[config.mk]
export PLATFORM = sky130hd
export DESIGN_NAME = static_memory_lane_mapping
export DESIGN_NICKNAME = d
export VERILOG_FILES = /design/src/hw/lane_map_pkg.sv /design/src/hw/static_memory_lane_mapping.sv
export SDC_FILE = /design/constraint.sdc
export NUM_CORES = 1
export LEC_CHECK = 0
export BUFFER_PORTS_ARGS = -buffer_cell sky130_fd_sc_hd__buf_2
export CAP_MARGIN = 20
export CORE_MARGIN = 4
export CORE_UTILIZATION = 47
export CTS_BUF_LIST = sky130_fd_sc_hd__clkbuf_4
export DETAILED_ROUTE_END_ITERATION = 8
export PLACE_DENSITY = 0.89
export SYNTH_ARGS = -nofsm -noshare
export SYNTH_HDL_FRONTEND = slang
export SYNTH_SLANG_ARGS = --single-unit
[constraint.sdc]
create_clock -name i_sys_clk -period 3.92 [get_ports i_sys_clk]
set_input_delay 1.176 -clock i_sys_clk [delete_from_list [all_inputs] [get_ports i_sys_clk]]
set_output_delay 1.176 -clock i_sys_clk [all_outputs]
set_load 0.1 [all_outputs]
[src/hw/lane_map_pkg.sv]
package lane_map_pkg;

  // ------------------------------------------------------------
  // Geometry
  // ------------------------------------------------------------
  localparam int CS_COUNT   = 8;
  localparam int SEL_W      = 3;
  localparam int ADDR_W     = 26;
  localparam int SYS_ADDR_W = ADDR_W + SEL_W;
  localparam int DATA_W     = 32;
  localparam int LANES      = 4;
  localparam int PAGE_LSB   = 5;
  localparam int TIM_W      = 4;

  // ------------------------------------------------------------
  // Field encodings
  // ------------------------------------------------------------
  localparam logic [1:0] WIDTH_8   = 2'h0;
  localparam logic [1:0] WIDTH_16  = 2'h1;
  localparam logic [1:0] WIDTH_32  = 2'h2;
  localparam logic       BAT_SEL   = 1'h0;
  localparam logic       BAT_WRITE = 1'h1;
  localparam logic [1:0] SIZE_BYTE = 2'h0;
  localparam logic [1:0] SIZE_HALF = 2'h1;

  // ------------------------------------------------------------
  // Slow clock waveform, in master clock cycles
  // ------------------------------------------------------------
  localparam logic [TIM_W-1:0] SLOW_SETUP = 4'h1;
  localparam logic [TIM_W-1:0] SLOW_PULSE = 4'h3;
  localparam logic [TIM_W-1:0] SLOW_HOLD  = 4'h1;
  localparam logic [TIM_W-1:0] TIM_ONE    = 4'h1;
  localparam logic [TIM_W-1:0] TIM_ZERO   = 4'h0;

  localparam logic [LANES-1:0] LANES_NONE = 4'h0;
  localparam logic [LANES-1:0] LANES_ALL  = 4'hF;
  localparam logic [LANES-1:0] LANE_LO2   = 4'h3;
  localparam logic [LANES-1:0] LANE_ONE   = 4'h1;
  localparam logic [CS_COUNT-1:0] CS_IDLE = 8'hFF;

  typedef enum logic [1:0] {
    ST_IDLE  = 2'h0,
    ST_SETUP = 2'h1,
    ST_PULSE = 2'h3,
    ST_HOLD  = 2'h2
  } acc_state_t;

endpackage

[src/hw/static_memory_lane_mapping.sv]
`timescale 1ns/10ps
// Functional notes
// - Eight low chip selects, 26-bit address bus
// - Per-select width of 8, 16, 32
// - Each select spans 64 Mbytes, wraps
// - Significant address bits follow width
// - Low wait input stretches current access
// - Slow clock mode uses fixed slow waveforms
// - Page-mode burst reads, 32-byte pages
// - Access type field picks strobes or selects
// - 16-bit strobes: lane0 low, lane1 high
// - 32-bit strobes: lanes 0 to 3
// - Boot forces byte select access type on select 0
// - Byte select: lane selects, one write enable
// - Byte select lanes follow width
// - Low address bits unused on wide devices
// - Unused strobes or selects stay inactive
// - Shared pins translated by width, type
// - Address bit 1 pin shared with lane 2
// - All strobes, selects, wait active low
// - Timing per select in master cycles
module static_memory_lane_mapping
  import lane_map_pkg::*;
(
  input  wire logic                      i_sys_clk,
  input  wire logic                      i_rst,
  input  wire logic                      i_clk_en,
  input  wire logic                      i_req_valid,
  input  wire logic                      i_req_write,
  input  wire logic [SYS_ADDR_W-1:0]     i_req_addr,
  input  wire logic [1:0]                i_req_size,
  input  wire logic [DATA_W-1:0]         i_req_wdata,
  input  wire logic [2*CS_COUNT-1:0]     i_bus_width_field,
  input  wire logic [CS_COUNT-1:0]       i_byte_access_type_field,
  input  wire logic [CS_COUNT-1:0]       i_page_mode_en,
  input  wire logic [TIM_W*CS_COUNT-1:0] i_setup_cycles,
  input  wire logic [TIM_W*CS_COUNT-1:0] i_pulse_cycles,
  input  wire logic [TIM_W*CS_COUNT-1:0] i_hold_cycles,
  input  wire logic                      i_slow_clock_mode,
  input  wire logic                      i_boot_mode,
  input  wire logic                      i_ext_wait_request_n,
  input  wire logic [DATA_W-1:0]         i_data_in,
  output logic                           o_req_ready,
  output logic                           o_done,
  output logic [DATA_W-1:0]              o_rdata,
  output logic [CS_COUNT-1:0]            o_chip_select_n_lines,
  output logic [ADDR_W-1:2]              o_addr_hi,
  output logic                           o_read_strobe_n,
  output logic                           o_pin0_a0_lane0_select_n,
  output logic                           o_pin1_write_enable_n,
  output logic                           o_pin2_lane1_n,
  output logic                           o_pin_a1_lane2_n,
  output logic                           o_pin3_lane3_n,
  output logic [DATA_W-1:0]              o_data_out,
  output logic                           o_data_oe_n
);

  // ------------------------------------------------------------
  // Access sequencer state
  // ------------------------------------------------------------
  // Pin inputs pass two flops; only the second one is read
  logic              wait_meta_q;
  logic              wait_sync_q;
  logic [DATA_W-1:0] din_meta_q;
  logic [DATA_W-1:0] din_sync_q;
  acc_state_t             state_q, state_d;
  logic [TIM_W-1:0]       cnt_q, cnt_d;
  logic [SEL_W-1:0]       cs_q, cs_d;
  logic [ADDR_W-1:0]      addr_q, addr_d;
  logic                   wr_q, wr_d;
  logic [LANES-1:0]       be_q, be_d;
  logic [1:0]             width_q, width_d;
  logic                   bat_q, bat_d;
  logic                   page_vld_q, page_vld_d;
  logic [SYS_ADDR_W-1:PAGE_LSB] page_q, page_d;
  logic [TIM_W-1:0]       pulse_q, pulse_d;
  logic [TIM_W-1:0]       hold_q, hold_d;
  logic                   ready_q, ready_d;
  logic                   done_q, done_d;
  logic [DATA_W-1:0]      rdata_q, rdata_d;
  logic [DATA_W-1:0]      wdata_q, wdata_d;
  // Selected select's configuration at request time
  logic [SEL_W-1:0]       req_cs;
  logic [1:0]             req_width;
  logic                   req_bat;
  logic [TIM_W-1:0]       req_setup;
  logic [TIM_W-1:0]       req_pulse;
  logic [TIM_W-1:0]       req_hold;
  logic [LANES-1:0]       req_be;
  logic                   page_hit;

  always_comb begin
    req_cs    = i_req_addr[SYS_ADDR_W-1:ADDR_W];
    req_width = i_bus_width_field[2*req_cs +: 2];
    req_bat   = (i_boot_mode && (req_cs == '0)) ? BAT_SEL
              : i_byte_access_type_field[req_cs];
    req_setup = i_slow_clock_mode ? SLOW_SETUP
              : i_setup_cycles[TIM_W*req_cs +: TIM_W];
    req_pulse = i_slow_clock_mode ? SLOW_PULSE
              : i_pulse_cycles[TIM_W*req_cs +: TIM_W];
    req_hold  = i_slow_clock_mode ? SLOW_HOLD
              : i_hold_cycles[TIM_W*req_cs +: TIM_W];
    // A null pulse is not legal; it is widened to one cycle
    if (req_pulse == TIM_ZERO) begin
      req_pulse = TIM_ONE;
    end
    // Lanes touched by this access, per device width
    case (req_width)
      WIDTH_32: begin
        req_be = (i_req_size == SIZE_BYTE) ? (LANE_ONE << i_req_addr[1:0])
               : (i_req_size == SIZE_HALF)
               ? (LANE_LO2 << {i_req_addr[1], 1'b0}) : LANES_ALL;
      end
      WIDTH_16: begin
        req_be = (i_req_size == SIZE_BYTE) ? (LANE_ONE << i_req_addr[0])
               : LANE_LO2;
      end
      default: begin
        req_be = LANE_ONE;
      end
    endcase
    page_hit = page_vld_q && !i_req_write && i_page_mode_en[req_cs]
               && (page_q == i_req_addr[SYS_ADDR_W-1:PAGE_LSB]);
  end
  always_comb begin
    state_d    = state_q;
    cnt_d      = cnt_q;
    cs_d       = cs_q;
    addr_d     = addr_q;
    wr_d       = wr_q;
    be_d       = be_q;
    width_d    = width_q;
    bat_d      = bat_q;
    page_vld_d = page_vld_q;
    page_d     = page_q;
    pulse_d    = pulse_q;
    hold_d     = hold_q;
    ready_d    = ready_q;
    done_d     = 1'b0;
    rdata_d    = rdata_q;
    wdata_d    = wdata_q;
    case (state_q)
      ST_IDLE: begin
        if (i_req_valid && ready_q) begin
          ready_d    = 1'b0;
          cs_d       = req_cs;
          addr_d     = i_req_addr[ADDR_W-1:0];
          wr_d       = i_req_write;
          be_d       = req_be;
          width_d    = req_width;
          bat_d      = req_bat;
          pulse_d    = req_pulse;
          hold_d     = req_hold;
          wdata_d    = i_req_wdata;
          page_d     = i_req_addr[SYS_ADDR_W-1:PAGE_LSB];
          page_vld_d = !i_req_write && i_page_mode_en[req_cs];
          // Same-page reads skip the address setup phase
          if (page_hit || (req_setup == TIM_ZERO)) begin
            state_d = ST_PULSE;
            cnt_d   = req_pulse - TIM_ONE;
          end else begin
            state_d = ST_SETUP;
            cnt_d   = req_setup - TIM_ONE;
          end
        end
      end
      ST_SETUP: begin
        if (cnt_q == TIM_ZERO) begin
          state_d = ST_PULSE;
          cnt_d   = pulse_q - TIM_ONE;
        end else begin
          cnt_d = cnt_q - TIM_ONE;
        end
      end
      ST_PULSE: begin
        if (!wait_sync_q) begin
          cnt_d = cnt_q;
        end else if (cnt_q == TIM_ZERO) begin
          rdata_d = wr_q ? rdata_q : din_sync_q;
          if (hold_q == TIM_ZERO) begin
            state_d = ST_IDLE;
            ready_d = 1'b1;
            done_d  = 1'b1;
          end else begin
            state_d = ST_HOLD;
            cnt_d   = hold_q - TIM_ONE;
          end
        end else begin
          cnt_d = cnt_q - TIM_ONE;
        end
      end
      ST_HOLD: begin
        if (cnt_q == TIM_ZERO) begin
          state_d = ST_IDLE;
          ready_d = 1'b1;
          done_d  = 1'b1;
        end else begin
          cnt_d = cnt_q - TIM_ONE;
        end
      end
      default: begin
        state_d = ST_IDLE;
        ready_d = 1'b1;
      end
    endcase
  end

  // ------------------------------------------------------------
  // Pin translation
  // ------------------------------------------------------------
  logic [CS_COUNT-1:0] cs_n_d;
  logic                rd_n_d;
  logic                pin0_d;
  logic                pin1_d;
  logic                pin2_d;
  logic                pin_a1_d;
  logic                pin3_d;
  logic                oe_n_d;
  logic                active_d;
  logic                strobe_d;

  always_comb begin
    active_d = (state_d != ST_IDLE);
    strobe_d = (state_d == ST_PULSE);
    cs_n_d   = CS_IDLE;
    cs_n_d[cs_d] = !(active_d && (state_d != ST_HOLD));
    rd_n_d = !(strobe_d && !wr_d);
    oe_n_d = !(wr_d && (state_d == ST_PULSE || state_d == ST_HOLD));
    pin0_d   = 1'b1;
    pin1_d   = 1'b1;
    pin2_d   = 1'b1;
    pin_a1_d = 1'b1;
    pin3_d   = 1'b1;
    if (width_d == WIDTH_8) begin
      pin0_d   = addr_d[0];
      pin1_d   = !(strobe_d && wr_d);
      pin_a1_d = addr_d[1];
    end else if (bat_d == BAT_WRITE) begin
      // Lane selects are not used here and stay high
      pin0_d = 1'b1;
      pin1_d = !(strobe_d && wr_d && be_d[0]);
      pin2_d = !(strobe_d && wr_d && be_d[1]);
      if (width_d == WIDTH_32) begin
        pin_a1_d = !(strobe_d && wr_d && be_d[2]);
        pin3_d   = !(strobe_d && wr_d && be_d[3]);
      end else begin
        pin_a1_d = addr_d[1];
      end
    end else begin
      // Selects follow the address timing, not the strobe
      pin0_d = !(active_d && be_d[0]);
      pin1_d = !(strobe_d && wr_d);
      pin2_d = !(active_d && be_d[1]);
      if (width_d == WIDTH_32) begin
        pin_a1_d = !(active_d && be_d[2]);
        pin3_d   = !(active_d && be_d[3]);
      end else begin
        pin_a1_d = addr_d[1];
      end
    end
  end

  // ------------------------------------------------------------
  // Registers
  // ------------------------------------------------------------
  always_ff @(posedge i_sys_clk) begin
    if (i_rst) begin
      state_q    <= ST_IDLE;
      cnt_q      <= TIM_ZERO;
      cs_q       <= '0;
      addr_q     <= '0;
      wr_q       <= 1'b0;
      be_q       <= LANES_NONE;
      width_q    <= WIDTH_8;
      bat_q      <= BAT_SEL;
      page_vld_q <= 1'b0;
      page_q     <= '0;
      pulse_q    <= TIM_ONE;
      hold_q     <= TIM_ZERO;
      ready_q    <= 1'b1;
      done_q     <= 1'b0;
      rdata_q    <= '0;
      wdata_q    <= '0;
      o_chip_select_n_lines    <= CS_IDLE;
      o_read_strobe_n          <= 1'b1;
      o_pin0_a0_lane0_select_n <= 1'b1;
      o_pin1_write_enable_n    <= 1'b1;
      o_pin2_lane1_n           <= 1'b1;
      o_pin_a1_lane2_n         <= 1'b1;
      o_pin3_lane3_n           <= 1'b1;
      o_data_oe_n              <= 1'b1;
      wait_meta_q              <= 1'b1;
      wait_sync_q              <= 1'b1;
      din_meta_q               <= '0;
      din_sync_q               <= '0;
    end else if (i_clk_en) begin
      state_q    <= state_d;
      cnt_q      <= cnt_d;
      cs_q       <= cs_d;
      addr_q     <= addr_d;
      wr_q       <= wr_d;
      be_q       <= be_d;
      width_q    <= width_d;
      bat_q      <= bat_d;
      page_vld_q <= page_vld_d;
      page_q     <= page_d;
      pulse_q    <= pulse_d;
      hold_q     <= hold_d;
      ready_q    <= ready_d;
      done_q     <= done_d;
      rdata_q    <= rdata_d;
      wdata_q    <= wdata_d;
      o_chip_select_n_lines    <= cs_n_d;
      o_read_strobe_n          <= rd_n_d;
      o_pin0_a0_lane0_select_n <= pin0_d;
      o_pin1_write_enable_n    <= pin1_d;
      o_pin2_lane1_n           <= pin2_d;
      o_pin_a1_lane2_n         <= pin_a1_d;
      o_pin3_lane3_n           <= pin3_d;
      o_data_oe_n              <= oe_n_d;
      wait_meta_q              <= i_ext_wait_request_n;
      wait_sync_q              <= wait_meta_q;
      din_meta_q               <= i_data_in;
      din_sync_q               <= din_meta_q;
    end
  end
  assign o_req_ready = ready_q;
  assign o_done      = done_q;
  assign o_rdata     = rdata_q;
  assign o_addr_hi   = addr_q[ADDR_W-1:2];
  assign o_data_out  = wdata_q;

endmodule

==> results.toml, run 1 <==
[logic_synthesis]
yosys.area.top_type = "dfxtp_1"
ys_dominant_reg_cell = "dfxtp_1"
syn_avg_cell_area_um2 = 8.75
synth_cells = 1059
ys_types = 61
syn-num-nets = 1298
synth_warnings = 0
synthTopCellsByArea = "dfxtp_1 (44%), nand2_1 (10%), mux2i_1 (8.5%), a21oi_1 (6.7%), mux4_2 (6.6%)"
async_reset_ff_frac = 0
synth_seq_area_share = 0.436
syn_area_um2 = 9270
synth_edf_count = 0
yosys.area.top_type_share = 0.436
ys_seq_elements = 202

[global_routing]
antenna_found_initial = 1
grt_pass1_vias = 8757
grt_busiest_layer = "met2"
grt_pass1_wl_um = 41600
grtUsageMet2 = 0.407
grt_max_degree = 85
grtUsageMet1 = 0.257
grt.total_usage = 0.229
grt_overflow_total = 0
grt_use_met3 = 0.0494

[final_layout]
drive_gt1_frac = 0.349
n_fill_cell = 1624
nNetsFinal = 1631
layout_commonest_cell = "buf_2"
post-route-util = 0.604
stdcell_area_um2 = 11800
finalNonFillerCells = 1691
mostFrequentLayoutCells = "buf_2 (333), nand2_1 (247), dfxtp_1 (202)"
area_delta_synth_final_pct = 26.8

[worst_setup_path]
slowest_stage = "mux4_2"
path_cells = "buf_2, mux4_2, mux2i_1, nand3_2, o21ai_4, mux2_4, ha_1, nor2b_1, a311oi_1, a21oi_1, a31oi_1, nand2_1, a21oi_1"
crit_top_cell = "a21oi_1"
r2r_start = "addr_q[22]"
cpLargestDelayFamily = "multiplexers"
arrival_ns = 3.98
ff2ff_path_depth = 13
crit_fanout = 10
crit_buf_inv = 1
crit_required_ns = 4.51
worst-path-stages = 13
crit_path_end_kind = "register"
critPathKind = "primary input to register"
setup.worst_path.start_class = "primary input"
cp-startpoint = "i_req_addr[26]"
cp_slowest_stage_delay_ns = 0.54

[floorplan]
dieArea_um2 = 22000
ioPinCount = 336
die_x_um = 148
core_um2 = 19500
start_util = 0.476
die_h_um = 148
num_rows = 51

[clock_tree]
htreeDepth = 2
clock_path_buffers = 3
clock_latency_ns = 0.67
cts_buffers = 53
post-cts-setup-buffer-count = 0
clkSinkCount = 202
cts_tree = "done"
cts_root_buf = "clkbuf_4"
hold_buffers = 0
ctsResizeCount = 0
clkSlewWorstSetupHoldPaths_ns = 0.07

[power]
p_leak_nw = 5.27
peakVddDrop_uv = 236
power_density_nw_per_um2 = 425

[min_path]
worstHoldPathCells = 2
min_path_type = "register to register"
min-delay-start = "din_sync_q[1]"

[detailed_routing]
drc = 0
drt-pass1-iter-count = 5
detailedRoute.firstIterationViolations = 482
via_per_inst = 5.23
dr_total_vias = 8850
ant_nets = 0
avgRoutedWirePerCell_um = 15.6
routed_wirelength_um = 26300

[timing]
finalMaxSlewViolations = 0
fin_ws_ns = 0.527
fin_crit_sh = 0.866
max_freq_ghz = 0.295
setup_viol = 0
period_needed_ns = 3.39
finalHoldViolCount = 0
rsz0062_at_grt = "false"
tightest_slew_ns = 0.802
relSlewSlack = 0.466
clock_skew_ns = 0.0522
holdWs_ns = 0.447

[run]
drv_cap = 0

[place]
dp_slack_ns = -0.150
dp_hpwl_um = 19500
io_buffers = 335
placement.cell_area_um2 = 11100
dp.cells = 1602
routabilityCongestion = 0.945

[outcome]
status = "completed"
## cells in the mapped netlist (2+ instances only)
library cell,instances
o21ai_1,3
a21oi_1,124
or3_1,4
a21o_1,2
and2_1,2
ha_1,8
mux4_1,3
nand3_1,12
a22oi_1,4
clkbuf_1,54
a31oi_1,9
o22ai_1,9
or2_2,2
buf_1,10
mux2i_1,79
buf_6,2
dfxtp_1,202
mux4_2,27
nand4_1,5
nand2b_1,3
nor2_1,95
nand2_1,248
or3b_1,2
o21ai_0,10
nor3b_1,3
xor2_1,3
buf_4,24
a311oi_1,3
a221oi_1,3
xnor2_1,27
a32oi_1,2
a21boi_0,2
nor2b_1,5
o21bai_1,2
buf_2,6
inv_1,14
a211oi_1,8
nor3_1,14
o211ai_1,2
## metal layers
layer,up-vias,part of all wire
met3,84,0.068
met1,4080,0.38
met5,-,0
li1,4310,-
met2,376,0.51
met4,0,0.041
## power by group
| part | internal [mW] | total (mW) | switching (mW) |
|---|---|---|---|
| clock network | 0.905 | 1.74 | 0.831 |
| logic | 0.375 | 1.06 | 0.684 |
| registers | 2.14 | 2.21 | 0.0639 |
## per-stage QoR
| step | setup TNS (ns) | total power, mW |
|---|---|---|
| 6_report | 0 | 5.00 |
| 5_1_grt | 0 | 5.27 |
| 4_1_cts | 0 | 5.05 |
| 3_5_place_dp | -0.160 | 3.31 |
| 3_3_place_gp | -0.101 | 3.28 |
| 2_1_floorplan | 0 | 3.01 |
## worst register-to-register path, cell delays in order, from the launching register on
cell	delay, ns
dfxtp_1	0.33
xnor2_1	0.18
nand4_1	0.12
nor4_1	0.46
nand3_1	0.22
o21ai_4	0.12
mux2_4	0.32
ha_1	0.27
nor2b_1	0.13
a311oi_1	0.26
a21oi_1	0.07
a31oi_1	0.16
nand2_1	0.07
a21oi_1	0.12
## cells by family (layout without fill, tap and decap cells)
family / count (synthesis) / count (layout) / synth area share
AOI/OAI and AO/OA: 195 / 195 / 0.125
xor gates and xnor gates: 30 / 30 / 0.0283
buffers and inverters: 111 / 476 / 0.0588
other: 0 / 2 / 0
adders and majority gates: 8 / 8 / 0.0108
and+or+nand+nor: 402 / 402 / 0.179
DFF: 202 / 202 / 0.436
muxes: 111 / 111 / 0.162
## sequential cells by signal, summed over array words and instances (netlist names), 2 cells and up
signal	cells
width_q	2
din_meta_q	32
o_rdata	32
page_q	4
addr_q	25
o_data_out	32
o_chip_select_n_lines	8
pulse_q	4
cnt_q	4
din_sync_q	32
hold_q	4
state_q	2
cs_q	3
be_q	4
## final cells by class
| type | count | area, um2 | area share |
|---|---|---|---|
| Multi-Input combinational cell | 746 | 4690 | 0.399 |
| Sequential cell | 202 | 4040 | 0.344 |
| Timing Repair Buffer | 375 | 2000 | 0.170 |
| Clock buffer | 78 | 586 | 0.0498 |
| Tap cell | 265 | 332 | 0.0282 |
| Inverter | 14 | 52.6 | 0.00447 |
| Clock inverter | 9 | 48.8 | 0.00415 |
| Antenna cell | 2 | 5.00 | 0.000426 |
## path summary, 6_finish.rpt
| path | slack [ns] | endpoint |
|---|---|---|
| setup / recovery | 0.53 | cnt_q[1] |
| hold / removal | 0.45 | o_rdata[1] |
| setup reg to reg | 1.06 | cnt_q[1] |
| hold reg to reg | 0.45 | o_rdata[1] |
(Power assumes the default switching activity.)
==> run 2, diff against run 1 <==
CORE_ASPECT_RATIO = 1.75   (was not set)
CORE_UTILIZATION = 45   (was 47)
CTS_BUF_LIST = sky130_fd_sc_hd__clkbuf_4 sky130_fd_sc_hd__clkbuf_8 sky130_fd_sc_hd__clkbuf_16   (was sky130_fd_sc_hd__clkbuf_4)
PLACE_DENSITY = 0.87   (was 0.89)
SLEW_MARGIN = 10   (was not set)
==> results.toml, run 2 (synthesized netlist as in run 1, its figures left out) <==
[power]
power_density_nw_per_um2 = 432
p_leak_nw = 5.17
peakVddDrop_uv = 409

[timing]
clock_skew_ns = 0.0125
period_needed_ns = 3.71
setup_viol = 0
finalMaxSlewViolations = 0
fin_crit_sh = 0.947
tightest_slew_ns = 0.659
holdWs_ns = 0.449
relSlewSlack = 0.560
setup_tns_ns = 0
max_freq_ghz = 0.269
finalHoldViolCount = 0
rsz0062_at_grt = "false"

[final_layout]
drive_gt1_frac = 0.324
mostFrequentLayoutCells = "buf_2 (333), nand2_1 (247), dfxtp_1 (202)"
n_fill_cell = 1760
layout_commonest_cell = "buf_2"
nNetsFinal = 1591
multi_input_area_um2 = 4690
regArea_um2 = 4040
area_delta_synth_final_pct = 26.1

[floorplan]
die_h_um = 198
die_x_um = 117
start_util = 0.457
num_rows = 69
ioPinCount = 336
core_um2 = 20300
dieArea_um2 = 23100

[clock_tree]
clock_path_buffers = 3
ctsResizeCount = 0
clock_latency_ns = 0.49
cts_buffers = 19
htreeDepth = 1
clkSinkCount = 202
clkSlewWorstSetupHoldPaths_ns = 0.06
hold_buffers = 0
cts_root_buf = "clkbuf_16"
post-cts-setup-buffer-count = 0
cts_tree = "done"

[global_routing]
grtUsageMet1 = 0.234
grtUsageMet2 = 0.410
grt.total_usage = 0.230
grt_pass1_wl_um = 42800
grt_overflow_total = 0
grt_busiest_layer = "met2"
grt_max_degree = 85
grt_pass1_vias = 8755
antenna_found_initial = 3
grt_use_met3 = 0.0584

[worst_setup_path]
crit_path_end_kind = "register"
arrival_ns = 4.12
crit_required_ns = 4.33
critPathKind = "primary input to register"
crit_fanout = 10
setup.worst_path.start_class = "primary input"

[detailed_routing]
avgRoutedWirePerCell_um = 17.4
drt-pass1-iter-count = 5
drc = 0
routed_wirelength_um = 28100
ant_nets = 0
detailedRoute.firstIterationViolations = 379
dr_total_vias = 8789
via_per_inst = 5.45

[place]
routabilityCongestion = 0.914
dp_hpwl_um = 21000
io_buffers = 335

[outcome]
status = "completed"

[run]
drv_cap = 0

[min_path]
min_path_type = "register to register"
-- run 2: changes by cell type in the layout (fill, tap and decap cells not counted), moves of 2 or more --
cell | before | now
clkinv_2 | 1 | 3
clkinv_1 | 5 | 0
clkbuf_16 | 0 | 19
buf_4 | 40 | 31
buf_12 | 1 | 4
clkbuf_4 | 78 | 4
clkbuf_8 | 0 | 3
-- run 2: worst max-delay path, cell delays in order --
cell and delay (ns):
buf_2 0.28, buf_4 0.23, mux4_2 0.54, a211oi_4 0.31, a311oi_1 0.19, mux2_4 0.31, ha_1 0.26, nor2b_1 0.13
a311oi_1 0.26, a21oi_1 0.07, a31oi_1 0.18, nand2_1 0.07, a21oi_1 0.12
-- run 2: worst paths after layout --
path / end / cells after the start / slack [ns] / start
hold / removal: o_rdata[5] / 2 / 0.45 / o_rdata[5]
hold reg to reg: o_rdata[5] / 2 / 0.45 / o_rdata[5]
setup / recovery: cnt_q[1] / 13 / 0.21 / i_req_addr[26]
setup reg to reg: o_pin3_lane3_n / 6 / 1.13 / state_q[0]
-- run 2: final cells by class --
type	instances	area share
well taps	248	0.0265
diodes	1	0.000214
clock buffers	26	0.0468
inverters	14	0.00450
flip-flops and latches	202	0.346
repair buffers	369	0.170
multi-input cells	746	0.401
clock inverters	7	0.00428
-- run 2: report_power, final --
part | internal [mW] | switching [mW] | leakage (nW)
combinational | 0.375 | 0.696 | 3.23
clock | 0.988 | 0.779 | 0.297
sequential | 2.14 | 0.0659 | 1.65
-- run 2: routing by layer --
layer  vias to the layer above  part of all wire
met1                      4097              0.33
li1                       4191                 -
met3                       118             0.088
met5                         -            0.0012
met4                         4             0.062
met2                       379              0.51
-- run 2: stage by stage --
stage	utilization	setup WS, ns	cell area [um2]	instances	power, mW
2_1_floorplan	-	0.0577	9270	1059	3.01
3_3_place_gp	0.547	-0.0845	11100	1579	3.29
3_5_place_dp	0.547	-0.216	11100	1579	3.32
4_1_cts	0.576	0.273	11700	1612	5.09
5_1_grt	0.576	0.0560	11700	1613	5.27
6_report	0.576	0.209	11700	1613	5.05
